$ cat config.mk
export PLATFORM = sky130hd
export DESIGN_NAME = adcbs_scan_seq
export DESIGN_NICKNAME = d
export VERILOG_FILES = /design/src/pkg/adcbs_pkg.sv /design/src/verilog/adcbs_filter.sv /design/src/verilog/adcbs_scan_seq.sv
export SDC_FILE = /design/constraint.sdc
export NUM_CORES = 1
export LEC_CHECK = 0
export BUFFER_PORTS_ARGS = -buffer_cell sky130_fd_sc_hd__buf_2
export CAP_MARGIN = 20
export CORE_ASPECT_RATIO = 0.8
export CORE_UTILIZATION = 50
export DETAILED_ROUTE_END_ITERATION = 7
export PLACE_DENSITY = 0.78
export REMOVE_ABC_BUFFERS = 1
export SYNTH_ARGS = -nofsm -noshare
export SYNTH_HDL_FRONTEND = slang
export SYNTH_SLANG_ARGS = --single-unit
$ cat constraint.sdc
create_clock -name clk -period 48.8 [get_ports clk]
set_input_delay 7.32 -clock clk [delete_from_list [all_inputs] [get_ports clk]]
set_output_delay 7.32 -clock clk [all_outputs]
set_load 0.01 [all_outputs]
$ cat src/pkg/adcbs_pkg.sv
// adcbs_pkg: shared constants, states and carriers of the hybrid-mode
// background scan sequencer.
// assumes one clock domain; all users import the whole package.
package adcbs_pkg;

	// ----------------------------------------------------------------
	// sizes
	// ----------------------------------------------------------------
	localparam int NUM_GROUPS = 9;
	localparam int NUM_UNITS = 2;
	localparam int NUM_CH = 8;
	localparam int SAMPLE_W = 12;
	localparam int RESULT_W = 16;
	localparam int ACC_W = 15;
	localparam int TOTAL_W = 7;

	// ----------------------------------------------------------------
	// reset values and fixed fields
	// ----------------------------------------------------------------
	localparam logic [NUM_GROUPS-1:0] GROUP_ACTIVE_RST = 9'h000;
	localparam logic [NUM_UNITS-1:0] CONV_ACTIVE_RST = 2'h0;
	localparam logic [RESULT_W-1:0] RESULT_RST = 16'h0000;
	localparam logic [3:0] FRAC_PAD = 4'h0;

	typedef enum logic [1:0] {
		ST_IDLE = 2'h1,
		ST_SCAN = 2'h2
	} adcbs_state_e;

	// one word pushed toward a group's fifo data register
	typedef struct packed {
		logic [3:0] group;
		logic [2:0] chan;
		logic [RESULT_W-1:0] data;
	} adcbs_fifo_s;

	// one finished oversample from the converter front end
	typedef struct packed {
		logic [2:0] chan;
		logic [SAMPLE_W-1:0] data;
	} adcbs_sample_s;

endpackage

$ cat src/verilog/adcbs_filter.sv
// adcbs_filter: per-channel averaging and tap filter with retained history.
// assumes samples arrive one per valid pulse on the same clock.
`timescale 1ns/10ps
`default_nettype none
module adcbs_filter import adcbs_pkg::*; (
	input wire logic clk,
	input wire logic rstLocalN,
	input wire logic clear,
	input wire logic sampleValid,
	input wire adcbs_sample_s sample,
	input wire logic [1:0] tapLog2,
	input wire logic [1:0] avgLog2,
	output logic [NUM_CH-1:0][RESULT_W-1:0] filtOut,
	output logic [NUM_CH-1:0] filtReady
);

	// ----------------------------------------------------------------
	// selected channel arithmetic
	// ----------------------------------------------------------------
	logic [ACC_W-1:0] acc_ff [NUM_CH];
	logic [2:0] sub_ff [NUM_CH];
	logic [TOTAL_W-1:0] total_ff [NUM_CH];
	logic [RESULT_W-1:0] flt_ff [NUM_CH];
	logic [NUM_CH-1:0] ready_ff;

	wire [2:0] ch = sample.chan;
	wire [ACC_W-1:0] accSum = acc_ff[ch] + {3'h0, sample.data};
	wire [2:0] subMax = 3'((4'h1 << avgLog2) - 4'h1);
	wire groupEnd = (sub_ff[ch] == subMax);
	wire [ACC_W-1:0] avgFull = accSum >> avgLog2;
	wire [RESULT_W-1:0] avg16 = {avgFull[SAMPLE_W-1:0], FRAC_PAD};
	wire [RESULT_W-1:0] oldFlt = flt_ff[ch];
	// a first pass seeds the filter so the tap settles from real data
	wire [RESULT_W-1:0] nxt_flt = (total_ff[ch] == 7'h00) ? avg16 :
		oldFlt - (oldFlt >> tapLog2) + (avg16 >> tapLog2);
	// initial delay length
	// counted in finished averaging groups, so the tap count alone sets it
	wire [TOTAL_W-1:0] initLen = 7'h01 << tapLog2;
	wire [TOTAL_W-1:0] totalInc = total_ff[ch] + 7'h01;
	wire [TOTAL_W-1:0] nxt_total = (totalInc >= initLen) ? initLen :
		totalInc;

	// ----------------------------------------------------------------
	// state
	// ----------------------------------------------------------------
	always_ff @(posedge clk or negedge rstLocalN) begin
		if (!rstLocalN) begin
			for (int i = 0; i < NUM_CH; i++) begin
				acc_ff[i] <= '0;
				sub_ff[i] <= 3'h0;
				total_ff[i] <= 7'h00;
				flt_ff[i] <= RESULT_RST;
			end
			ready_ff <= 8'h00;
		end else if (clear) begin
			for (int i = 0; i < NUM_CH; i++) begin
				acc_ff[i] <= '0;
				sub_ff[i] <= 3'h0;
				total_ff[i] <= 7'h00;
				flt_ff[i] <= RESULT_RST;
			end
			ready_ff <= 8'h00;
		end else if (sampleValid) begin
			acc_ff[ch] <= groupEnd ? '0 : accSum;
			sub_ff[ch] <= groupEnd ? 3'h0 : sub_ff[ch] + 3'h1;
			if (groupEnd) begin
				flt_ff[ch] <= nxt_flt;
				total_ff[ch] <= nxt_total;
			end
			if (groupEnd && (totalInc >= initLen)) begin
				ready_ff[ch] <= 1'b1;
			end
		end
	end

	always_comb begin
		for (int i = 0; i < NUM_CH; i++) begin
			filtOut[i] = flt_ff[i];
		end
	end
	assign filtReady = ready_ff;

endmodule
`default_nettype wire

$ cat src/verilog/adcbs_scan_seq.sv
// adcbs_scan_seq: hybrid-mode background continuous scan sequencer.
// assumes triggers, converter handshake and stop come from logic on clk.
// Notes on behaviour
// - trigger starts its assigned scan group
// - group active flag set on start
// - converting unit active flag set too
// - next channel after every single oversample
// - first result after filter_tap_count times averages
// - filter history kept and updated later
// - later results every averaging group
// - fifo enabled pushes latched results per group
// - scan end interrupt only when enabled
// - rounds repeat until stop, relatch on each active group trigger when no push or interrupt is pending
`timescale 1ns/10ps
`default_nettype none
module adcbs_scan_seq import adcbs_pkg::*; (
	input wire logic clk,
	input wire logic rstn,
	input wire logic [NUM_GROUPS-1:0] swTrig,
	input wire logic [NUM_GROUPS-1:0] periphTrig,
	input wire logic [NUM_GROUPS-1:0] groupUnitSel,
	input wire logic [2:0] numChanM1,
	input wire logic [1:0] tapLog2,
	input wire logic [1:0] avgLog2,
	input wire logic fifoEnable,
	input wire logic scanEndIrqEnable,
	input wire logic forceStop,
	input wire logic convDone,
	input wire logic [SAMPLE_W-1:0] convData,
	output logic [NUM_GROUPS-1:0] groupActiveFlag,
	output logic [NUM_UNITS-1:0] converterActiveFlag,
	output logic convReq,
	output logic [2:0] convChan,
	output logic convUnit,
	output logic [NUM_CH-1:0][RESULT_W-1:0] channelResult,
	output logic [NUM_CH-1:0] channelResultValid,
	output logic fifoValid,
	output adcbs_fifo_s fifoWord,
	output logic scanEndIrq
);

	// ----------------------------------------------------------------
	// reset release
	// ----------------------------------------------------------------
	logic [1:0] rstSync_ff;
	wire rstLocalN = rstSync_ff[1];

	always_ff @(posedge clk or negedge rstn) begin
		if (!rstn) begin
			rstSync_ff <= 2'h0;
		end else begin
			rstSync_ff <= {rstSync_ff[0], 1'b1};
		end
	end

	// ----------------------------------------------------------------
	// trigger decode
	// ----------------------------------------------------------------
	function automatic logic [3:0] lowestGroup(
		input logic [NUM_GROUPS-1:0] req
	);
		logic [3:0] idx;
		idx = 4'h0;
		for (int i = NUM_GROUPS - 1; i >= 0; i--) begin
			if (req[i]) begin
				idx = 4'(i);
			end
		end
		return idx;
	endfunction

	adcbs_state_e state_ff;
	adcbs_state_e nxt_state;
	logic [3:0] activeGroup_ff;
	logic [NUM_GROUPS-1:0] groupActive_ff;
	logic [NUM_UNITS-1:0] convActive_ff;
	logic convReq_ff;
	logic [2:0] convChan_ff;
	logic convUnit_ff;
	logic [NUM_CH-1:0][RESULT_W-1:0] result_ff;
	logic [NUM_CH-1:0] resultValid_ff;
	logic pushBusy_ff;
	logic [2:0] pushIdx_ff;
	logic fifoValid_ff;
	adcbs_fifo_s fifoWord_ff;
	logic irq_ff;
	logic irqPend_ff;

	wire [NUM_GROUPS-1:0] anyTrig = swTrig | periphTrig;
	wire [3:0] startGroup = lowestGroup(anyTrig);
	wire startUnit = groupUnitSel[startGroup];
	wire isIdle = (state_ff == ST_IDLE);
	wire isScan = (state_ff == ST_SCAN);
	wire startScan = isIdle && (anyTrig != 9'h000) && !forceStop;
	// latch trigger for the active group
	wire latchTrig = isScan && anyTrig[activeGroup_ff] && !forceStop &&
		!pushBusy_ff && !irqPend_ff;
	wire sampleTaken = isScan && convReq_ff && convDone;
	wire [2:0] nextChan = (convChan_ff == numChanM1) ? 3'h0 :
		convChan_ff + 3'h1;
	wire pushLast = (pushIdx_ff == numChanM1);

	wire [NUM_CH-1:0][RESULT_W-1:0] filtOut;
	wire [NUM_CH-1:0] filtReady;
	wire adcbs_sample_s sampleIn = '{chan: convChan_ff, data: convData};

	adcbs_filter uFilter (
		.clk(clk),
		.rstLocalN(rstLocalN),
		.clear(forceStop),
		.sampleValid(sampleTaken),
		.sample(sampleIn),
		.tapLog2(tapLog2),
		.avgLog2(avgLog2),
		.filtOut(filtOut),
		.filtReady(filtReady)
	);

	// ----------------------------------------------------------------
	// sequencing
	// ----------------------------------------------------------------
	always_comb begin
		nxt_state = state_ff;
		case (state_ff)
			ST_IDLE: begin
				if (startScan) begin
					nxt_state = ST_SCAN;
				end
			end
			ST_SCAN: begin
				if (forceStop) begin
					nxt_state = ST_IDLE;
				end
			end
			default: begin
				nxt_state = ST_IDLE;
			end
		endcase
	end

	always_ff @(posedge clk or negedge rstLocalN) begin
		if (!rstLocalN) begin
			state_ff <= ST_IDLE;
			activeGroup_ff <= 4'h0;
			groupActive_ff <= GROUP_ACTIVE_RST;
			convActive_ff <= CONV_ACTIVE_RST;
			convUnit_ff <= 1'b0;
		end else begin
			state_ff <= nxt_state;
			if (forceStop) begin
				groupActive_ff <= GROUP_ACTIVE_RST;
				convActive_ff <= CONV_ACTIVE_RST;
			end else if (startScan) begin
				activeGroup_ff <= startGroup;
				convUnit_ff <= startUnit;
				groupActive_ff[startGroup] <= 1'b1;
				convActive_ff[startUnit] <= 1'b1;
			end
		end
	end

	// converter request stands until a stop; each front end answer only advances the channel
	always_ff @(posedge clk or negedge rstLocalN) begin
		if (!rstLocalN) begin
			convReq_ff <= 1'b0;
			convChan_ff <= 3'h0;
		end else if (forceStop) begin
			convReq_ff <= 1'b0;
			convChan_ff <= 3'h0;
		end else if (startScan) begin
			convReq_ff <= 1'b1;
			convChan_ff <= 3'h0;
		end else if (sampleTaken) begin
			convChan_ff <= nextChan;
		end
	end

	// ----------------------------------------------------------------
	// result latching, fifo push, interrupt
	// ----------------------------------------------------------------
	always_ff @(posedge clk or negedge rstLocalN) begin
		if (!rstLocalN) begin
			result_ff <= '0;
			resultValid_ff <= 8'h00;
		end else if (latchTrig) begin
			for (int i = 0; i < NUM_CH; i++) begin
				if (filtReady[i]) begin
					result_ff[i] <= filtOut[i];
					resultValid_ff[i] <= 1'b1;
				end
			end
		end
	end

	// one word per cycle keeps the push narrow; triggers meanwhile are ignored
	always_ff @(posedge clk or negedge rstLocalN) begin
		if (!rstLocalN) begin
			pushBusy_ff <= 1'b0;
			pushIdx_ff <= 3'h0;
			fifoValid_ff <= 1'b0;
			fifoWord_ff <= '0;
			irqPend_ff <= 1'b0;
			irq_ff <= 1'b0;
		end else begin
			fifoValid_ff <= 1'b0;
			irq_ff <= 1'b0;
			if (forceStop) begin
				pushBusy_ff <= 1'b0;
				irqPend_ff <= 1'b0;
			end else if (latchTrig) begin
				pushBusy_ff <= fifoEnable;
				pushIdx_ff <= 3'h0;
				irqPend_ff <= 1'b1;
			end else if (pushBusy_ff) begin
				if (resultValid_ff[pushIdx_ff]) begin
					fifoValid_ff <= 1'b1;
				end
				fifoWord_ff <= '{group: activeGroup_ff,
					chan: pushIdx_ff, data: result_ff[pushIdx_ff]};
				pushIdx_ff <= pushIdx_ff + 3'h1;
				if (pushLast) begin
					pushBusy_ff <= 1'b0;
				end
			end else if (irqPend_ff) begin
				irqPend_ff <= 1'b0;
				irq_ff <= scanEndIrqEnable;
			end
		end
	end

	assign groupActiveFlag = groupActive_ff;
	assign converterActiveFlag = convActive_ff;
	assign convReq = convReq_ff;
	assign convChan = convChan_ff;
	assign convUnit = convUnit_ff;
	assign channelResult = result_ff;
	assign channelResultValid = resultValid_ff;
	assign fifoValid = fifoValid_ff;
	assign fifoWord = fifoWord_ff;
	assign scanEndIrq = irq_ff;

endmodule
`default_nettype wire
==> results.txt, run 1 <==
- Clock tree buffer depth: 3
* Routed WL: 83200 um
- Of the post-synthesis cell area, the dominant cell type holds 0.506.
- Number of register bits inferred by synthesis: 526
- Internal portion of total power: 0.729 mW
* Post-DP HPWL: 53700 um
- Post-route DRC: 0
- Entering global routing, the biggest net connects 196 pins.
* Count of warnings emitted by yosys: 0
* Clock latency on the worst-skew pair: 0.62 ns
- MaxCap Viol Count: 0
- Number of I/O port buffers: 228
* Most numerous cell types in the synthesized netlist: dfrtp_1, a22o_1, nand2_1
- Final setup viols: 0
- In the final routed layout, each cell accounts on average for 26.7 um.
- Clock transition at the register clock pins on the worst setup and hold paths after CTS: 0.06 ns
* Vias in the first global route: 20500
* Die area: 52800 um^2
- Summed over all instances, the cell type with the most area after synthesis is dfrtp_1.
* Starting density of the core: 0.508
* EDFF count, synth: 0
- Of the total power, registers draw 0.456.
- Detailed routing inserted a total of 20600 vias.
- Walking the worst path, the cells encountered are buf_2 -> ha_1 -> fa_1 -> a211oi_1 -> o21ai_0 -> a31o_2 -> a21oi_1 -> xnor2_1 -> mux4_2 -> mux2_2 -> o21ai_0 -> fa_1 -> inv_1 -> ha_1 -> a21oi_1 -> inv_1 -> and3_1 -> a221o_1 -> o41ai_1 -> xor2_1 -> mux2i_1 -> a22o_1.
- Distinct cell type count of the synthesized netlist: 93
- The area growth from synthesis to layout is 13.6%.
- STA classifies the critical path endpoint as a flip-flop.
* Static leakage: 14.2 nW
* Global-route wire length before repair: 126000 um
* Sw Pwr: 0.263 mW
- Detailed-route vias per instance: 6.60
- WHS: 0.313 ns
- Antenna violations before repair: 0
- Maximum clock frequency: 78.6 MHz
- Relative slew slack: 0.167
- The worst setup path is launched from an input port.
* Total negative setup slack: 0 ns
- The final hold violation count is 0.
- Combinational Power Share: 0.123
- 229 I/O pins were placed.
- Fraction of power spent switching nets: 0.265
- The first detailed-routing pass took 8 iterations.
- For this run, asynchronously set or reset flops after synthesis account for 1.00.
- Power comes to 0.992 mW.
- Syn Std Cell Area: 26000 um^2
- The floorplan step defined a core boundary enclosing 51100 um^2.
- The number of clock buffers added by TritonCTS is 51.
- Global routing finished with a remaining overflow of 0.
* Post-place instance area: 27700 um^2
* Data arrival time of the critical path: 13.27 ns
- Maximum single-stage delay on the critical path: 0.69 ns
* Cell Rows: 74
- Gp weighted congestion: 0.952
- Cells taking the most area after synthesis: dfrtp_1, a22o_1, mux2_2
* Die boundary height: 206 um
- Portion of total power attributed to the clock network: 0.422
* Slowest CP cell: mux2i_1
* Top fanout value on the critical path: 8
- The critical path is of the in2reg type.
- Post-CTS Hold Buffers: 0
* ANT nets after route: 0
* Number of standard cells after synthesis: 2211
* Clock tree from TritonCTS: built
- The flow ran to the end, and the final reports show no timing, DRC or antenna violations.
- Least-Margin Pin Slew: 1.25 ns
* Root buffer cell: clkbuf_16
* Tcrit/Tclk final: 0.261
* Total number of H-tree levels: 2
* Worst-case vdd ir drop: 0.0222 mV
- RSZ-0062 raised after global routing: false
- Summing all non-filler instances in the final layout gives an area of 29500 um^2.
* Leading cell type by number of instances after synthesis: dfrtp_1
- Dividing total power by cell area gives a power density of 33.6 nW/um^2.
- At the worst endpoint, the required time is 49.36 ns.
* Net count reported at finish: 2492
- Tightest Hold Check Type: reg2async
- At the end of the flow the core is filled with cells to 0.577.
* Die outline width: 257 um
* Post-layout min period: 12.72 ns
* Most used DFF post-synth: dfrtp_1
- Share of final-layout standard cells stronger than drive strength 1: 0.264
- Clock skew on the completed layout was measured at 0.0343 ns.
- Sequential element share of the synthesized area: 0.507
* # Post-CTS Setup Buffers: 0
- Final Slew Violations: 0
- For this block, the initial DRC count from the detailed router was 2771.
* Clock sink total: 526
* Antenna diode count: 0
- Post-CTS resize count: 0
- In the global route stage, overall resource usage came out at 0.314.
- A synthesized cell averages 11.7 um^2.
[power groups by stage]
| stage | clock [mW] | sequential, mW | combinational [mW] |
|---|---|---|---|
| after detailed placement | 0 | 0.461 | 0.119 |
| after global routing | 0.439 | 0.453 | 0.133 |
| final | 0.418 | 0.452 | 0.122 |
| after CTS | 0.422 | 0.453 | 0.120 |
| after global placement | 0 | 0.460 | 0.117 |
| after floorplan | 0 | 0.477 | 0.0606 |
[critical path: cells and delay by family]
family	cells	cell delay, ns
muxes	3	1.53
buffers and inverters	3	0.25
xor gates and xnor gates	2	0.32
and+or+nand+nor	1	0.17
AOI/OAI and AO/OA	9	2.27
adders and majority gates	4	1.40
[state kept, by name, indices dropped and copies added, names as in the netlist, 4 cells and up]
register,flops
channelResultValid,8
uFilter.filtOut,128
fifoWord,23
uFilter.filtReady,8
uFilter.sub_ff,24
uFilter.total_ff,56
groupActiveFlag,9
uFilter.acc_ff,120
channelResult,128
activeGroup_ff,4
[metal layers]
metal / vias to the layer above / GRT usage / share of wire
li1: 8544 / - / -
met1: 10400 / 0.439 / 0.40
met2: 1339 / 0.475 / 0.45
met3: 243 / 0.0782 / 0.12
met4: 0 / 0.116 / 0.036
met5: - / 0 / 0
[worst paths after layout]
kind | slack, ns | from | endpoint | cells past startpoint
hold / removal | 0.31 | rstSync_ff[1] | uFilter.acc_ff[49] | 0
max in group asynchronous | 42.21 | rstn | rstSync_ff[1] | 1
min in group clk | 0.35 | rstSync_ff[0] | rstSync_ff[1] | 0
setup / recovery | 36.08 | convData[0] | uFilter.filtOut[126] | 22
setup reg to reg | 40.56 | convChan[2] | uFilter.filtOut[126] | 27
hold reg to reg | 0.31 | rstSync_ff[1] | uFilter.acc_ff[49] | 0
[cell type report]
type	count	area [um^2]
Fill cell	4186	21600
Sequential cell	526	13200
Multi-Input combinational cell	1478	11900
Timing Repair Buffer	274	1570
Clock buffer	76	1500
Tap cell	684	856
Clock inverter	20	274
Inverter	57	214
[cells in the final DEF, fill, tap and decap left out, types with 64 or more instances in the layout]
cell type | synthesis | final
a21oi_1 | 75 | 68
a22o_1 | 232 | 232
a22oi_1 | 66 | 66
buf_2 | 30 | 228
dfrtp_1 | 525 | 519
mux2_2 | 151 | 151
mux2i_1 | 64 | 64
nand2_1 | 204 | 204
nor2_1 | 102 | 101
o21ai_0 | 119 | 119
[stage by stage]
step,std cells,setup slack (ns)
6_report,3115,36.08
3_3_place_gp,3013,35.65
3_5_place_dp,3016,35.55
2_1_floorplan,2061,33.06
5_1_grt,3115,35.68
4_1_cts,3112,36.14
[logic make-up after synthesis]
logic type / after synthesis / share of synthesized area
multiplexers: 275 / 0.141
AND/OR/NAND/NOR: 484 / 0.0896
buffers and inverters: 207 / 0.0385
AO/OA/AOI/OAI: 631 / 0.182
other: 1 / 0.000144
XOR/XNOR: 35 / 0.0118
adder cells (fa/ha/maj): 52 / 0.0297
flip-flops: 526 / 0.507
(Power assumes the default switching activity.)
==> run 2, diff against run 1 <==
--- a/config.mk
+++ b/config.mk
@@ -10,7 +10,7 @@
 export CORE_ASPECT_RATIO = 0.8
 export CORE_UTILIZATION = 50
 export DETAILED_ROUTE_END_ITERATION = 7
-export PLACE_DENSITY = 0.78
+export PLACE_DENSITY = 0.8
 export REMOVE_ABC_BUFFERS = 1
 export SYNTH_ARGS = -nofsm -noshare
 export SYNTH_HDL_FRONTEND = slang
==> constraint.sdc (replaced) <==
create_clock -name clk -period 10.2 [get_ports clk]
set_input_delay 1.53 -clock clk [delete_from_list [all_inputs] [get_ports clk]]
set_output_delay 1.53 -clock clk [all_outputs]
set_load 0.01 [all_outputs]
==> results.txt, run 2 (synthesis gave the netlist of run 1 again) <==
* Clock tree from TritonCTS: built (unchanged)
- Antenna violations before repair: 0 (unchanged)
* Tcrit/Tclk final: 0.785
* Antenna diode count: 0 (unchanged)
- # Post-CTS Setup Buffers: 0 (unchanged)
* Share of final-layout standard cells stronger than drive strength 1: 0.264 (about the same)
* Kind of critical path: reg2reg (was in2reg)
* Die boundary height: 206 um (unchanged)
- Cell Rows: 74 (unchanged)
- Maximum clock frequency: 125 MHz
* RSZ-0062 raised after global routing: false (unchanged)
* Clock tree buffer depth: 3 (unchanged)
- Violation count after the first detailed-routing iteration: 3033 (was 2771)
* Starting density of the core: 0.508 (unchanged)
- Buffers plus inverters on the worst setup path: 2 (was 3)
* Area Growth Syn to Fin: 13.2% (was 13.6%)
- Core area: 51100 um^2 (unchanged)
* Final Slew Violations: 0 (unchanged)
- The peak ir drop on the vdd network is 0.110 mV (was 0.0222 mV).
- The post-route cell area came to 29400 um^2 (was 29500 um^2).
- Number of I/O port buffers: 228 (unchanged)
* Global-route wire length before repair: 127000 um (was 126000 um)
- The share of the core filled with cells in the final layout was 0.575 (was 0.577).
- Final Non-Filler Cells: 3110 (was 3115)
* Clock sink total: 526 (unchanged)
- Final setup viols: 0 (unchanged)
* Gr ovfl total: 0 (unchanged)
- Post-route DRC: 0 (unchanged)
- R2r setup slk: 2.19 ns (was 40.56 ns)
- The overall power was 4.68 mW (was 0.992 mW).
* Post-DP HPWL: 55400 um (was 53700 um)
- The placer's final routability congestion estimate was 0.983 (was 0.952).
- The instance count after placement with tap cells included came to 3016 (unchanged).
* Detailed-route vias per instance: 6.71 (was 6.60)
- The aggregate negative setup slack is 0 ns (unchanged).
- Worst-case setup margin in the final layout: 2.19 ns (was 36.08 ns)
- The transition time at the pin with the least slew margin was 1.25 ns (about the same).
- Clock latency on the worst-skew pair: 0.61 ns (was 0.62 ns)
- Vias in the first global route: 20800 (was 20500)
- Root buffer cell: clkbuf_16 (unchanged)
* Critical path's top delay family: compound AO/OA/AOI/OAI gates (unchanged)
- The antenna violation net count after detailed routing is 0 (unchanged).
- The die area was 52800 um^2 (unchanged).
- The final hold slack was 0.349 ns (was 0.313 ns).
- Clock transition at the register clock pins on the worst setup and hold paths after CTS: 0.06 ns (about the same)
- The headroom to the max-slew limit is 0.165 (was 0.167).
- The final routed wirelength across all metal layers came to 83600 um (was 83200 um).
- The cell area after placement was 27600 um^2 (was 27700 um^2).
- The maximum cell stage delay along the critical path came to 0.97 ns (was 0.69 ns).
- Post-detailed-route wirelength per cell: 26.9 um (was 26.7 um)
- Static leakage: 14.1 nW (was 14.2 nW)
- Slowest CP cell: dfrtp_2 (was mux2i_1)
- The total of max-cap violations was 0 (unchanged).
- Post-Place Setup Slack: 2.35 ns (was 35.55 ns)
- The clock skew was 0.0223 ns (was 0.0343 ns).
* Post-CTS resize count: 0 (unchanged)
* Post-layout min period: 8.01 ns
- The worst setup path startpoint is convChan[0] (was convData[0]).
- The worst path arrival time is 8.55 ns (was 13.27 ns).
- The category of the worst setup path launch point is a flip-flop (was input port).
- The largest net degree at the start of global routing was 199 (was 196).
- The leading cell type in the layout, fill and taps excluded is dfrtp_1 (unchanged).
- Num CTS Buffers: 50 (was 51)
- Net count reported at finish: 2491 (was 2492)
- Highest-count cells in the layout ignoring fill and taps: dfrtp_1, a22o_1, buf_2, nand2_1, mux2_2 (unchanged)
- The reg-to-reg endpoint is uFilter.filtOut[30] (was uFilter.filtOut[126]).
- Tightest Hold Check Type: reg2reg (was reg2async)
- Die outline width: 257 um (unchanged)
- Final Hold Fails: 0 (unchanged)
* Startpoint of the worst-slack reg-to-reg timing path: convChan[0] (was convChan[2])
- Total number of H-tree levels: 2 (unchanged)
* Power density over cell area: 159 nW/um^2 (was 33.6 nW/um^2)
* Critical Path End Type: flip-flop (unchanged)
- Global Route Usage Sum: 0.314 (about the same)
- The worst-case reg-to-reg path depth came to 25 (was 27).
* Detailed Routing Iterations Pass 1: 6 (was 8)
- Post-CTS Hold Buffers: 0 (unchanged)
- Worst path required time: 10.74 ns (was 49.36 ns)
- Top fanout value on the critical path: 37 (was 8)
- The I/O pin count is 229 (unchanged).
* Setup crit end: uFilter.filtOut[30] (was uFilter.filtOut[126])
- Outcome: complete, no violations (unchanged).
* Number of stages on the worst setup path: 25 (was 22)
- The number of vias in the routed layout was 20900 (was 20600).
[run 2: area by class of cell]
class                           instances  area [um^2]
Clock inverter                         22          258
Sequential cell                       526        13200
Inverter                               57          214
Clock buffer                           69         1420
Multi-Input combinational cell       1478        11900
Fill cell                            4117        21700
Timing Repair Buffer                  274         1600
Tap cell                              684          856
[run 2: worst min-delay path by stage]
stage | from | to | slack (ns) | cells after the start
floorplan | rstSync_ff[0] | rstSync_ff[1] | 0.33 | 0
global placement | rstSync_ff[0] | rstSync_ff[1] | 0.33 | 0
detailed placement | rstSync_ff[0] | rstSync_ff[1] | 0.34 | 0
CTS | rstSync_ff[0] | rstSync_ff[1] | 0.35 | 0
global route | rstSync_ff[0] | rstSync_ff[1] | 0.37 | 0
finish | rstSync_ff[0] | rstSync_ff[1] | 0.35 | 0
[run 2: where the power goes]
part           switching (mW)  internal [mW]
Combinational           0.377          0.202
Clock                   0.845           1.09
Sequential             0.0328           2.13
[run 2: metal layers]
metal | up-vias | GRT usage | routed length (um)
met1 | 10600 | 0.430 | 33200
met4 | 0 | 0.126 | 3290
met2 | 1488 | 0.472 | 36800
met3 | 270 | 0.0904 | 10300
met5 | - | 0 | 0
li1 | 8554 | - | -
